### src/core/acbd_pkg.sv
// How it works
// - Base address is any 14-bit byte address.
// - Depth holds size minus one; end = base+depth.
// - Tallies start zero; compare with offsets for empty/full.
// - Read address is base plus read offset.
// - Write address is base plus write offset.
// - Read code flags fault reply and break.
// - Write code flags command protocol error.
`default_nettype none
package acbd_pkg;
	localparam int BA_W    = 14;
	localparam int DEPTH_W = 12;
	localparam int TALLY_W = 8;
	localparam int STATE_W = 5;
	localparam int EVT_W   = 5;
	localparam int ADDR_W  = 8;
	localparam int DATA_W  = 32;

	localparam logic [ADDR_W-1:0] OFF_BASE    = 8'h00;
	localparam logic [ADDR_W-1:0] OFF_DEPTH   = 8'h04;
	localparam logic [ADDR_W-1:0] OFF_RD_OFS  = 8'h08;
	localparam logic [ADDR_W-1:0] OFF_WR_OFS  = 8'h0c;
	localparam logic [ADDR_W-1:0] OFF_TALLY   = 8'h10;
	localparam logic [ADDR_W-1:0] OFF_STATE   = 8'h14;
	localparam logic [ADDR_W-1:0] OFF_IRQ_STS = 8'h18;
	localparam logic [ADDR_W-1:0] OFF_IRQ_CLR = 8'h1c;
	localparam logic [ADDR_W-1:0] OFF_IRQ_EN  = 8'h20;
	localparam logic [ADDR_W-1:0] OFF_FLAGS   = 8'h24;

	// Second field of the packed tally and state registers starts here.
	localparam int HI_LSB = 8;
	localparam int STATE_PROTO_BIT = 2;
	localparam int STATE_BREAK_BIT = 4;
	localparam int FLAG_EMPTY_BIT  = 0;
	localparam int FLAG_FULL_BIT   = 1;

	localparam int EVT_RX_FAULT = 0;
	localparam int EVT_RX_BREAK = 1;
	localparam int EVT_WR_FAULT = 2;
	localparam int EVT_RD_PKT   = 3;
	localparam int EVT_WR_PKT   = 4;

	localparam logic [DEPTH_W-1:0] OFS_RESET   = 12'h000;
	localparam logic [TALLY_W-1:0] TALLY_RESET = 8'h00;
	localparam logic [STATE_W-1:0] STATE_RESET = 5'h00;
	localparam logic [EVT_W-1:0]   EVT_RESET   = 5'h00;

	typedef logic [DEPTH_W-1:0] acbd_ofs_t;
	typedef logic [TALLY_W-1:0] acbd_tally_t;
endpackage
`default_nettype wire

### src/core/acbd_ring_if.sv
`timescale 1ns/1ns
`default_nettype none
interface acbd_ring_if;
	import acbd_pkg::*;
	acbd_ofs_t   depth;
	logic        advance;
	logic        pkt_done;
	logic        sw_ofs_we;
	acbd_ofs_t   sw_ofs;
	logic        sw_tally_we;
	acbd_tally_t sw_tally;
	acbd_ofs_t   ofs;
	acbd_tally_t tally;

	modport ring (input depth, advance, pkt_done, sw_ofs_we, sw_ofs,
		sw_tally_we, sw_tally, output ofs, tally);
	modport ctl (output depth, advance, pkt_done, sw_ofs_we, sw_ofs,
		sw_tally_we, sw_tally, input ofs, tally);
endinterface
`default_nettype wire

### src/core/acbd_ring.sv
`timescale 1ns/1ns
`default_nettype none
module acbd_ring
	import acbd_pkg::*;
(
	input  wire logic clock, // System clock.
	input  wire logic rst,   // Synchronous reset, active high.
	acbd_ring_if.ring r      // One ring pointer and its packet tally.
);
	acbd_ofs_t   ofs_q;
	acbd_tally_t tally_q;

	assign r.ofs   = ofs_q;
	assign r.tally = tally_q;

	// A software write wins over a byte step in the same cycle, since
	// software only rewrites a pointer while the channel is idle.
	always_ff @(posedge clock)
		if (rst)
			ofs_q <= OFS_RESET;
		else if (r.sw_ofs_we)
			ofs_q <= r.sw_ofs;
		else if (r.advance)
			ofs_q <= (ofs_q == r.depth) ? OFS_RESET : ofs_q + 1'b1;

	always_ff @(posedge clock)
		if (rst)
			tally_q <= TALLY_RESET;
		else if (r.sw_tally_we)
			tally_q <= r.sw_tally;
		else if (r.pkt_done)
			tally_q <= tally_q + 1'b1;
endmodule
`default_nettype wire

### src/core/acbd_core.sv
// Implementation choices: the register addresses and the APB slave port.
`timescale 1ns/1ns
`default_nettype none
module acbd_core
	import acbd_pkg::*;
(
	input  wire logic              clock,        // System clock, 100 MHz.
	input  wire logic              rst,          // Sync reset, active high.
	input  wire logic              psel,         // APB select.
	input  wire logic              penable,      // APB access phase.
	input  wire logic              pwrite,       // APB write direction.
	input  wire logic [ADDR_W-1:0] paddr,        // APB byte address.
	input  wire logic [DATA_W-1:0] pwdata,       // APB write data.
	output logic      [DATA_W-1:0] prdata,       // APB read data.
	output logic                   pready,       // APB ready.
	output logic                   pslverr,      // APB unmapped address.
	input  wire logic              rd_byte_req,  // DMA wants to read a byte.
	output logic                   rd_byte_ok,   // Read byte accepted.
	input  wire logic              rd_pkt_end,   // DMA finished a read packet.
	input  wire logic              wr_byte_req,  // DMA wants to write a byte.
	output logic                   wr_byte_ok,   // Write byte accepted.
	input  wire logic              wr_pkt_end,   // DMA finished a write packet.
	input  wire logic              rx_protocol_fault_reply, // Fault reply.
	input  wire logic              rx_break_command,        // Break command.
	input  wire logic              wr_cmd_fault, // Command protocol error.
	output logic      [BA_W-1:0]   dma_rd_addr,  // Buffer RAM read address.
	output logic      [BA_W-1:0]   dma_wr_addr,  // Buffer RAM write address.
	output logic      [BA_W-1:0]   buf_last_addr, // Last byte of the ring.
	output logic                   buf_empty,    // Ring holds no data.
	output logic                   buf_full,     // Ring has no free byte.
	output logic                   irq           // Level interrupt.
);
	////////////////////////////////////////////////////////////////////////
	logic [BA_W-1:0]    base_q;
	acbd_ofs_t          depth_q;
	logic [STATE_W-1:0] rd_state_code_q;
	logic [STATE_W-1:0] wr_state_code_q;
	logic [EVT_W-1:0]   irq_sts_q;
	logic [EVT_W-1:0]   irq_en_q;
	logic [DATA_W-1:0]  prdata_q;
	logic               pslverr_q;
	logic [DATA_W-1:0]  rd_mux;
	logic               mapped;
	logic               setup;
	logic               wr_acc;
	logic [EVT_W-1:0]   evt;
	logic [STATE_W-1:0] rd_set;
	logic [STATE_W-1:0] wr_set;
	logic               same_ofs;

	acbd_ring_if rd_if ();
	acbd_ring_if wr_if ();

	acbd_ring u_rd (
		.clock (clock),
		.rst   (rst),
		.r     (rd_if)
	);
	acbd_ring u_wr (
		.clock (clock),
		.rst   (rst),
		.r     (wr_if)
	);

	////////////////////////////////////////////////////////////////////////
	// APB slave: zero wait states; read data is captured in the setup
	// cycle so that prdata comes straight from a flip-flop.
	assign setup   = psel && !penable;
	assign wr_acc  = psel && penable && pwrite;
	assign pready  = psel && penable;
	assign prdata  = prdata_q;
	assign pslverr = pslverr_q;

	always_comb
	begin
		mapped = 1'b1;
		rd_mux = '0;
		case (paddr)
			OFF_BASE:    rd_mux[BA_W-1:0] = base_q;
			OFF_DEPTH:   rd_mux[DEPTH_W-1:0] = depth_q;
			OFF_RD_OFS:  rd_mux[DEPTH_W-1:0] = rd_if.ofs;
			OFF_WR_OFS:  rd_mux[DEPTH_W-1:0] = wr_if.ofs;
			OFF_TALLY:
			begin
				rd_mux[TALLY_W-1:0] = rd_if.tally;
				rd_mux[HI_LSB +: TALLY_W] = wr_if.tally;
			end
			OFF_STATE:
			begin
				rd_mux[STATE_W-1:0] = rd_state_code_q;
				rd_mux[HI_LSB +: STATE_W] = wr_state_code_q;
			end
			OFF_IRQ_STS: rd_mux[EVT_W-1:0] = irq_sts_q;
			OFF_IRQ_CLR: rd_mux = '0;
			OFF_IRQ_EN:  rd_mux[EVT_W-1:0] = irq_en_q;
			OFF_FLAGS:
			begin
				rd_mux[FLAG_EMPTY_BIT] = buf_empty;
				rd_mux[FLAG_FULL_BIT] = buf_full;
			end
			default:     mapped = 1'b0;
		endcase
	end

	always_ff @(posedge clock)
		if (rst)
		begin
			prdata_q  <= '0;
			pslverr_q <= 1'b0;
		end
		else if (setup)
		begin
			prdata_q  <= pwrite ? '0 : rd_mux;
			pslverr_q <= !mapped;
		end

	////////////////////////////////////////////////////////////////////////
	// Descriptor configuration.
	always_ff @(posedge clock)
		if (rst)
			base_q <= '0;
		else if (wr_acc && paddr == OFF_BASE)
			base_q <= pwdata[BA_W-1:0];

	always_ff @(posedge clock)
		if (rst)
			depth_q <= OFS_RESET;
		else if (wr_acc && paddr == OFF_DEPTH)
			depth_q <= pwdata[DEPTH_W-1:0];

	////////////////////////////////////////////////////////////////////////
	// Ring pointers. A byte request is refused while the ring cannot
	// serve it, so the DMA stalls instead of overrunning data.
	assign same_ofs   = rd_if.ofs == wr_if.ofs;
	assign buf_empty  = same_ofs && rd_if.tally == wr_if.tally;
	assign buf_full   = same_ofs && rd_if.tally != wr_if.tally;
	assign rd_byte_ok = rd_byte_req && !buf_empty;
	assign wr_byte_ok = wr_byte_req && !buf_full;

	assign rd_if.depth       = depth_q;
	assign rd_if.advance     = rd_byte_ok;
	assign rd_if.pkt_done    = rd_pkt_end;
	assign rd_if.sw_ofs_we   = wr_acc && paddr == OFF_RD_OFS;
	assign rd_if.sw_ofs      = pwdata[DEPTH_W-1:0];
	assign rd_if.sw_tally_we = wr_acc && paddr == OFF_TALLY;
	assign rd_if.sw_tally    = pwdata[TALLY_W-1:0];

	assign wr_if.depth       = depth_q;
	assign wr_if.advance     = wr_byte_ok;
	assign wr_if.pkt_done    = wr_pkt_end;
	assign wr_if.sw_ofs_we   = wr_acc && paddr == OFF_WR_OFS;
	assign wr_if.sw_ofs      = pwdata[DEPTH_W-1:0];
	assign wr_if.sw_tally_we = wr_acc && paddr == OFF_TALLY;
	assign wr_if.sw_tally    = pwdata[HI_LSB +: TALLY_W];

	// Addresses wrap inside the 16 KB buffer RAM by width alone.
	assign dma_rd_addr   = base_q + BA_W'(rd_if.ofs);
	assign dma_wr_addr   = base_q + BA_W'(wr_if.ofs);
	assign buf_last_addr = base_q + BA_W'(depth_q);

	////////////////////////////////////////////////////////////////////////
	// State codes: a hardware event sets its bit even in the cycle in
	// which software rewrites the code.
	always_comb
	begin
		rd_set = STATE_RESET;
		wr_set = STATE_RESET;
		rd_set[STATE_PROTO_BIT] = rx_protocol_fault_reply;
		rd_set[STATE_BREAK_BIT] = rx_break_command;
		wr_set[STATE_PROTO_BIT] = wr_cmd_fault;
	end

	always_ff @(posedge clock)
		if (rst)
			rd_state_code_q <= STATE_RESET;
		else if (wr_acc && paddr == OFF_STATE)
			rd_state_code_q <= pwdata[STATE_W-1:0] | rd_set;
		else
			rd_state_code_q <= rd_state_code_q | rd_set;

	always_ff @(posedge clock)
		if (rst)
			wr_state_code_q <= STATE_RESET;
		else if (wr_acc && paddr == OFF_STATE)
			wr_state_code_q <= pwdata[HI_LSB +: STATE_W] | wr_set;
		else
			wr_state_code_q <= wr_state_code_q | wr_set;

	////////////////////////////////////////////////////////////////////////
	// Interrupts: sticky status, write-one-to-clear, set beats clear.
	always_comb
	begin
		evt = EVT_RESET;
		evt[EVT_RX_FAULT] = rx_protocol_fault_reply;
		evt[EVT_RX_BREAK] = rx_break_command;
		evt[EVT_WR_FAULT] = wr_cmd_fault;
		evt[EVT_RD_PKT]   = rd_pkt_end;
		evt[EVT_WR_PKT]   = wr_pkt_end;
	end

	always_ff @(posedge clock)
		if (rst)
			irq_sts_q <= EVT_RESET;
		else if (wr_acc && paddr == OFF_IRQ_CLR)
			irq_sts_q <= (irq_sts_q & ~pwdata[EVT_W-1:0]) | evt;
		else
			irq_sts_q <= irq_sts_q | evt;

	always_ff @(posedge clock)
		if (rst)
			irq_en_q <= EVT_RESET;
		else if (wr_acc && paddr == OFF_IRQ_EN)
			irq_en_q <= pwdata[EVT_W-1:0];

	assign irq = |(irq_sts_q & irq_en_q);
endmodule
`default_nettype wire

### config.mk
export PLATFORM = sky130hd
export DESIGN_NAME = acbd_core
export DESIGN_NICKNAME = d
export VERILOG_FILES = /design/src/core/acbd_pkg.sv /design/src/core/acbd_ring_if.sv /design/src/core/acbd_ring.sv /design/src/core/acbd_core.sv
export SDC_FILE = /design/constraint.sdc
export NUM_CORES = 1
export LEC_CHECK = 0
export ABC_CLOCK_PERIOD_IN_PS = 4660
export BUFFER_PORTS_ARGS = -buffer_cell sky130_fd_sc_hd__clkbuf_2
export CORE_MARGIN = 5
export CORE_UTILIZATION = 45
export CTS_CLUSTER_DIAMETER = 200
export DETAILED_ROUTE_END_ITERATION = 10
export MAX_ROUTING_LAYER = met4
export PLACE_DENSITY = 0.73
export SLEW_MARGIN = 0
export SYNTH_ARGS = -nofsm -noshare
export SYNTH_HDL_FRONTEND = slang
export SYNTH_SLANG_ARGS = --single-unit
### constraint.sdc
create_clock -name clock -period 4.66 [get_ports clock]
set_input_delay 0.233 -clock clock [delete_from_list [all_inputs] [get_ports clock]]
set_output_delay 0.233 -clock clock [all_outputs]
set_load 0.02 [all_outputs]
==> qor.csv <==
stage,metric,value,unit
pwr,total power,1960,uW
sta,Max Clock Skew,0.00975,ns
floorplanning,Die Area,20600,um^2
layout,"commonest non-fill, non-tap cell in the layout",nand2_1,
layout,Final Cell Area,8740,um^2
detailed_routing,Antenna Violating Nets Remaining,0,
min_path,Hold EP,irq_sts_q[1]$_SDFF_PP0_,
min_path,Hold Path Class,input port to register,
layout,share of layout cells above drive strength 1,0.142,
synthesis,adder-cell area share of the yosys netlist,0.0697,
setup_path,crit path cell chain,ha_1 > inv_1 > fa_1 > nor2b_1 > o31a_1 > o31a_1 > o211ai_1 > a211o_1 > o311ai_1 > clkbuf_2,
setup_path,launching point of the worst reg2reg path,u_wr.r.tally[1]$_SDFFE_PP0P_,
placement,Area after DPL,8450,um^2
sta,Final TNS setup,0,ns
job,Max-Cap Viols,0,
setup_path,CP dominant cell by count,o31a_1,
cts,post_cts resized,0,
sta,RSZ-0062 raised after global routing,false,
floorplanning,Die Span X,144,um
synthesis,mean post-synth cell area,7.99,um^2
layout,Ant. Diodes,0,
floorplanning,initial core utilization,0.461,
setup_path,reg2reg setup slack,2.28,ns
cts,H-Tree Depth,3,
cts,root buffer cell,clkbuf_16,
global_route,Total Routing Usage GR,0.250,
synthesis,unique cell type count in the Yosys netlist,80,
synthesis,Synth async-reset ratio,0,
cts,Longest Clk Path Bufs,2,
layout,most frequent cells in the layout,"nand2_1 (113), dfxtp_1 (103), clkbuf_2 (99), nor2_1 (94), a21oi_1 (60)",
layout,FF/Latch Area,2060,um^2
synthesis,#FFs+latches synth,103,
pwr,maximum VDD drop,0.000188,V
setup_path,Worst R2R Path Depth,7,
detailed_routing,via density per instance,6.16,
setup_path,Arrival @ worst endpoint,2.98,ns
cts,total CTS buffers,9,
global_route,antenna violations before repair,0,
detailed_routing,total wire length,25400,um
detailed_routing,Residual DRC,0,
placement,Port Buffers,100,
sta,worst relative slew slack,0.324,
setup_path,crit-path max FO,8,
sta,Final setup violation count,0,
layout,multi-input logic area,5470,um^2
layout,# nets final,1145,
synthesis,post-synthesis simple-gate area fraction,0.237,
setup_path,FF-to-FF End,u_rd.r.ofs[6]$_SDFFE_PP0P_,
sta,final cycle utilization of the critical path,0.689,
pwr,Leakage,0.00365,uW
setup_path,"slowest stage delay, CP",0.56,ns
synthesis,Mapped Cells,1006,
min_path,Hold Crit Start,rx_break_command,
global_route,gr ovfl total,0,
detailed_routing,Detailed Routing Iterations Pass 1,6,
global_route,first-pass GRT wire length,39300,um
setup_path,CP bufs+invs,2,
cts,clk_lat worst skew,0.37,ns
synthesis,Synth Area in Compound Gates,0.225,
placement,Detail Placement HPWL,18500,um
cts,CTS tree,built,
sta,max frequency,0.311,GHz
setup_path,Startpoint Class,register,
synthesis,largest family of logic cells by synthesized area,simple AND/OR/NAND/NOR gates,
layout,Area Overhead vs Synth,8.73,%
placement,Post-Place Cells,1264,
global_route,largest net degree at the start of global routing,94,
floorplanning,num ports,133,
placement,RD Place Congestion,1.01,
global_route,vias in the first global route,7122,
sta,Tmin final,3.21,ns
floorplanning,core area,17400,um^2
synthesis,Synth Area in XOR/XNOR,0.0903,
sta,Slew Limit Fails,0,
pwr,Pwr Density,224,nW/um^2
layout,fill count,1720,
floorplanning,Die Height,144,um
sta,worst slew pin tran,1.01,ns
setup_path,CP max stage cell,dfxtp_1,
detailed_routing,Iter 0 DRT Violations,1087,
cts,Post CTS Setup Buffer Count,0,
cts,cts hold-fix bufs,0,
sta,final hold viol count,0,
setup_path,largest delay contributor family on the critical path,compound AO/OA/AOI/OAI gates,
cts,TritonCTS Sinks,103,
layout,fin cells,1280,
floorplanning,row count,48,
synthesis,Synth Flop Type,dfxtp_1,
synthesis,Synth Warn #,0,
cts,Clock transition at path regs,0.07,ns
setup_path,crit end category,output port,
setup_path,Worst EP required,4.43,ns
detailed_routing,DR vias,7889,
synthesis,synthesized cell area,8040,um^2
synthesis,post-synthesis mux area share,0.0506,
setup_path,Crit Path Category,register to output port,
detailed_routing,DR WL/cell,19.9,um
synthesis,register area share after synthesis,0.257,
synthesis,number of synthesized flops with an enable pin,0,
min_path,WHS Path Cells,3,
run_status,status,"complete, no violations",
==> synthesized netlist by cell type, types with 4 or more instances <==
cell | number | area (um^2)
buf_2 | 28 | 140
clkbuf_1 | 33 | 124
o31a_1 | 9 | 78.8
nor4_1 | 4 | 25.0
a32oi_1 | 6 | 52.6
a2111oi_0 | 7 | 61.3
o21ai_0 | 31 | 155
o21ai_1 | 5 | 25.0
nand4_1 | 16 | 100
inv_1 | 25 | 93.8
and3_1 | 8 | 50.1
a211oi_1 | 20 | 150
nor2_1 | 94 | 353
o21a_1 | 12 | 90.1
nor4_4 | 6 | 128
o311ai_1 | 5 | 43.8
nand2b_1 | 9 | 56.3
buf_6 | 4 | 45.0
o22ai_1 | 7 | 43.8
o211ai_1 | 21 | 158
and2_1 | 6 | 37.5
nand3b_1 | 11 | 82.6
xnor2_1 | 45 | 394
xor2_1 | 36 | 315
mux2i_1 | 35 | 350
nor3_1 | 8 | 40.0
a22oi_1 | 23 | 173
nand2_1 | 113 | 424
a41oi_1 | 5 | 43.8
nor2b_1 | 15 | 93.8
nor3b_1 | 10 | 75.1
a21o_1 | 6 | 45.0
o21bai_1 | 4 | 30.0
a22o_1 | 5 | 43.8
nand4b_1 | 7 | 61.3
a31oi_1 | 16 | 100
dfxtp_1 | 103 | 2060
mux2_2 | 5 | 56.3
nand3_1 | 29 | 145
buf_4 | 17 | 128
a21oi_1 | 60 | 300
ha_1 | 40 | 500
==> metal layers <==
layer	wire length, um	global-route usage
met1	10800	0.327
met5	0	-
met4	1030	0.0976
met3	2130	0.0473
met2	11400	0.382
==> layout make-up <==
cell class / count / area share
Clock inverter: 5 / 0.00444
Sequential cell: 103 / 0.236
Multi-Input combinational cell: 805 / 0.626
Inverter: 27 / 0.0119
Timing Repair Buffer: 104 / 0.0607
Clock buffer: 11 / 0.0289
Tap cell: 225 / 0.0322
==> tightest hold or removal path, stage by stage <==
cell and delay [ns]:
clkbuf_2 0.09, a21oi_1 0.04, nor2_1 0.07
==> report_power, final <==
part / switching [uW] / leakage, uW / internal [uW] / total (uW)
Sequential: 19.7 / 0.000833 / 891 / 910
Clock: 370 / 0.000143 / 397 / 767
Combinational: 202 / 0.00267 / 79.6 / 282
==> state kept, by name, indices dropped and copies added, names as in the netlist <==
register	count
base_q	14
wr_state_code_q	5
u_wr.r.tally	8
u_rd.r.tally	8
prdata	16
u_wr.r.ofs	12
rd_state_code_q	5
pslverr	1
irq_en_q	5
depth_q	12
irq_sts_q	5
u_rd.r.ofs	12
==> worst max-delay path by stage <==
stage / from / to / slack, ns / cells past startpoint
2_1_floorplan: u_wr.r.ofs[0]$_SDFFE_PP0P_ / dma_wr_addr[10] / 2.14 / 9
3_3_place_gp: paddr[2] / u_rd.r.ofs[11]$_SDFFE_PP0P_ / 1.56 / 7
3_5_place_dp: paddr[2] / u_rd.r.ofs[11]$_SDFFE_PP0P_ / 1.56 / 7
4_1_cts: u_rd.r.ofs[0]$_SDFFE_PP0P_ / dma_rd_addr[10] / 1.45 / 10
5_1_grt: u_wr.r.ofs[0]$_SDFFE_PP0P_ / dma_wr_addr[10] / 1.28 / 10
6_report: u_wr.r.ofs[0]$_SDFFE_PP0P_ / dma_wr_addr[10] / 1.45 / 10
==> cells by family (layout without fill, tap and decap cells) <==
family          count (synthesis)  in the layout
compound gates                264            264
xor+xnor                       82             82
fa+ha+maj                      43             43
buf+inv                       113            147
flops                         103            103
mux                            40             40
other cells                     1             16
simple gates                  360            360
==> metrics by stage <==
step           worst slack, ns  hold WS (ns)  utilization
2_1_floorplan             2.14         0.348            -
3_3_place_gp              1.56         0.442        0.485
3_5_place_dp              1.56         0.448        0.485
4_1_cts                   1.45        0.0948        0.502
5_1_grt                   1.28         0.106        0.502
6_report                  1.45        0.0968        0.502
(Power assumes the default switching activity.)
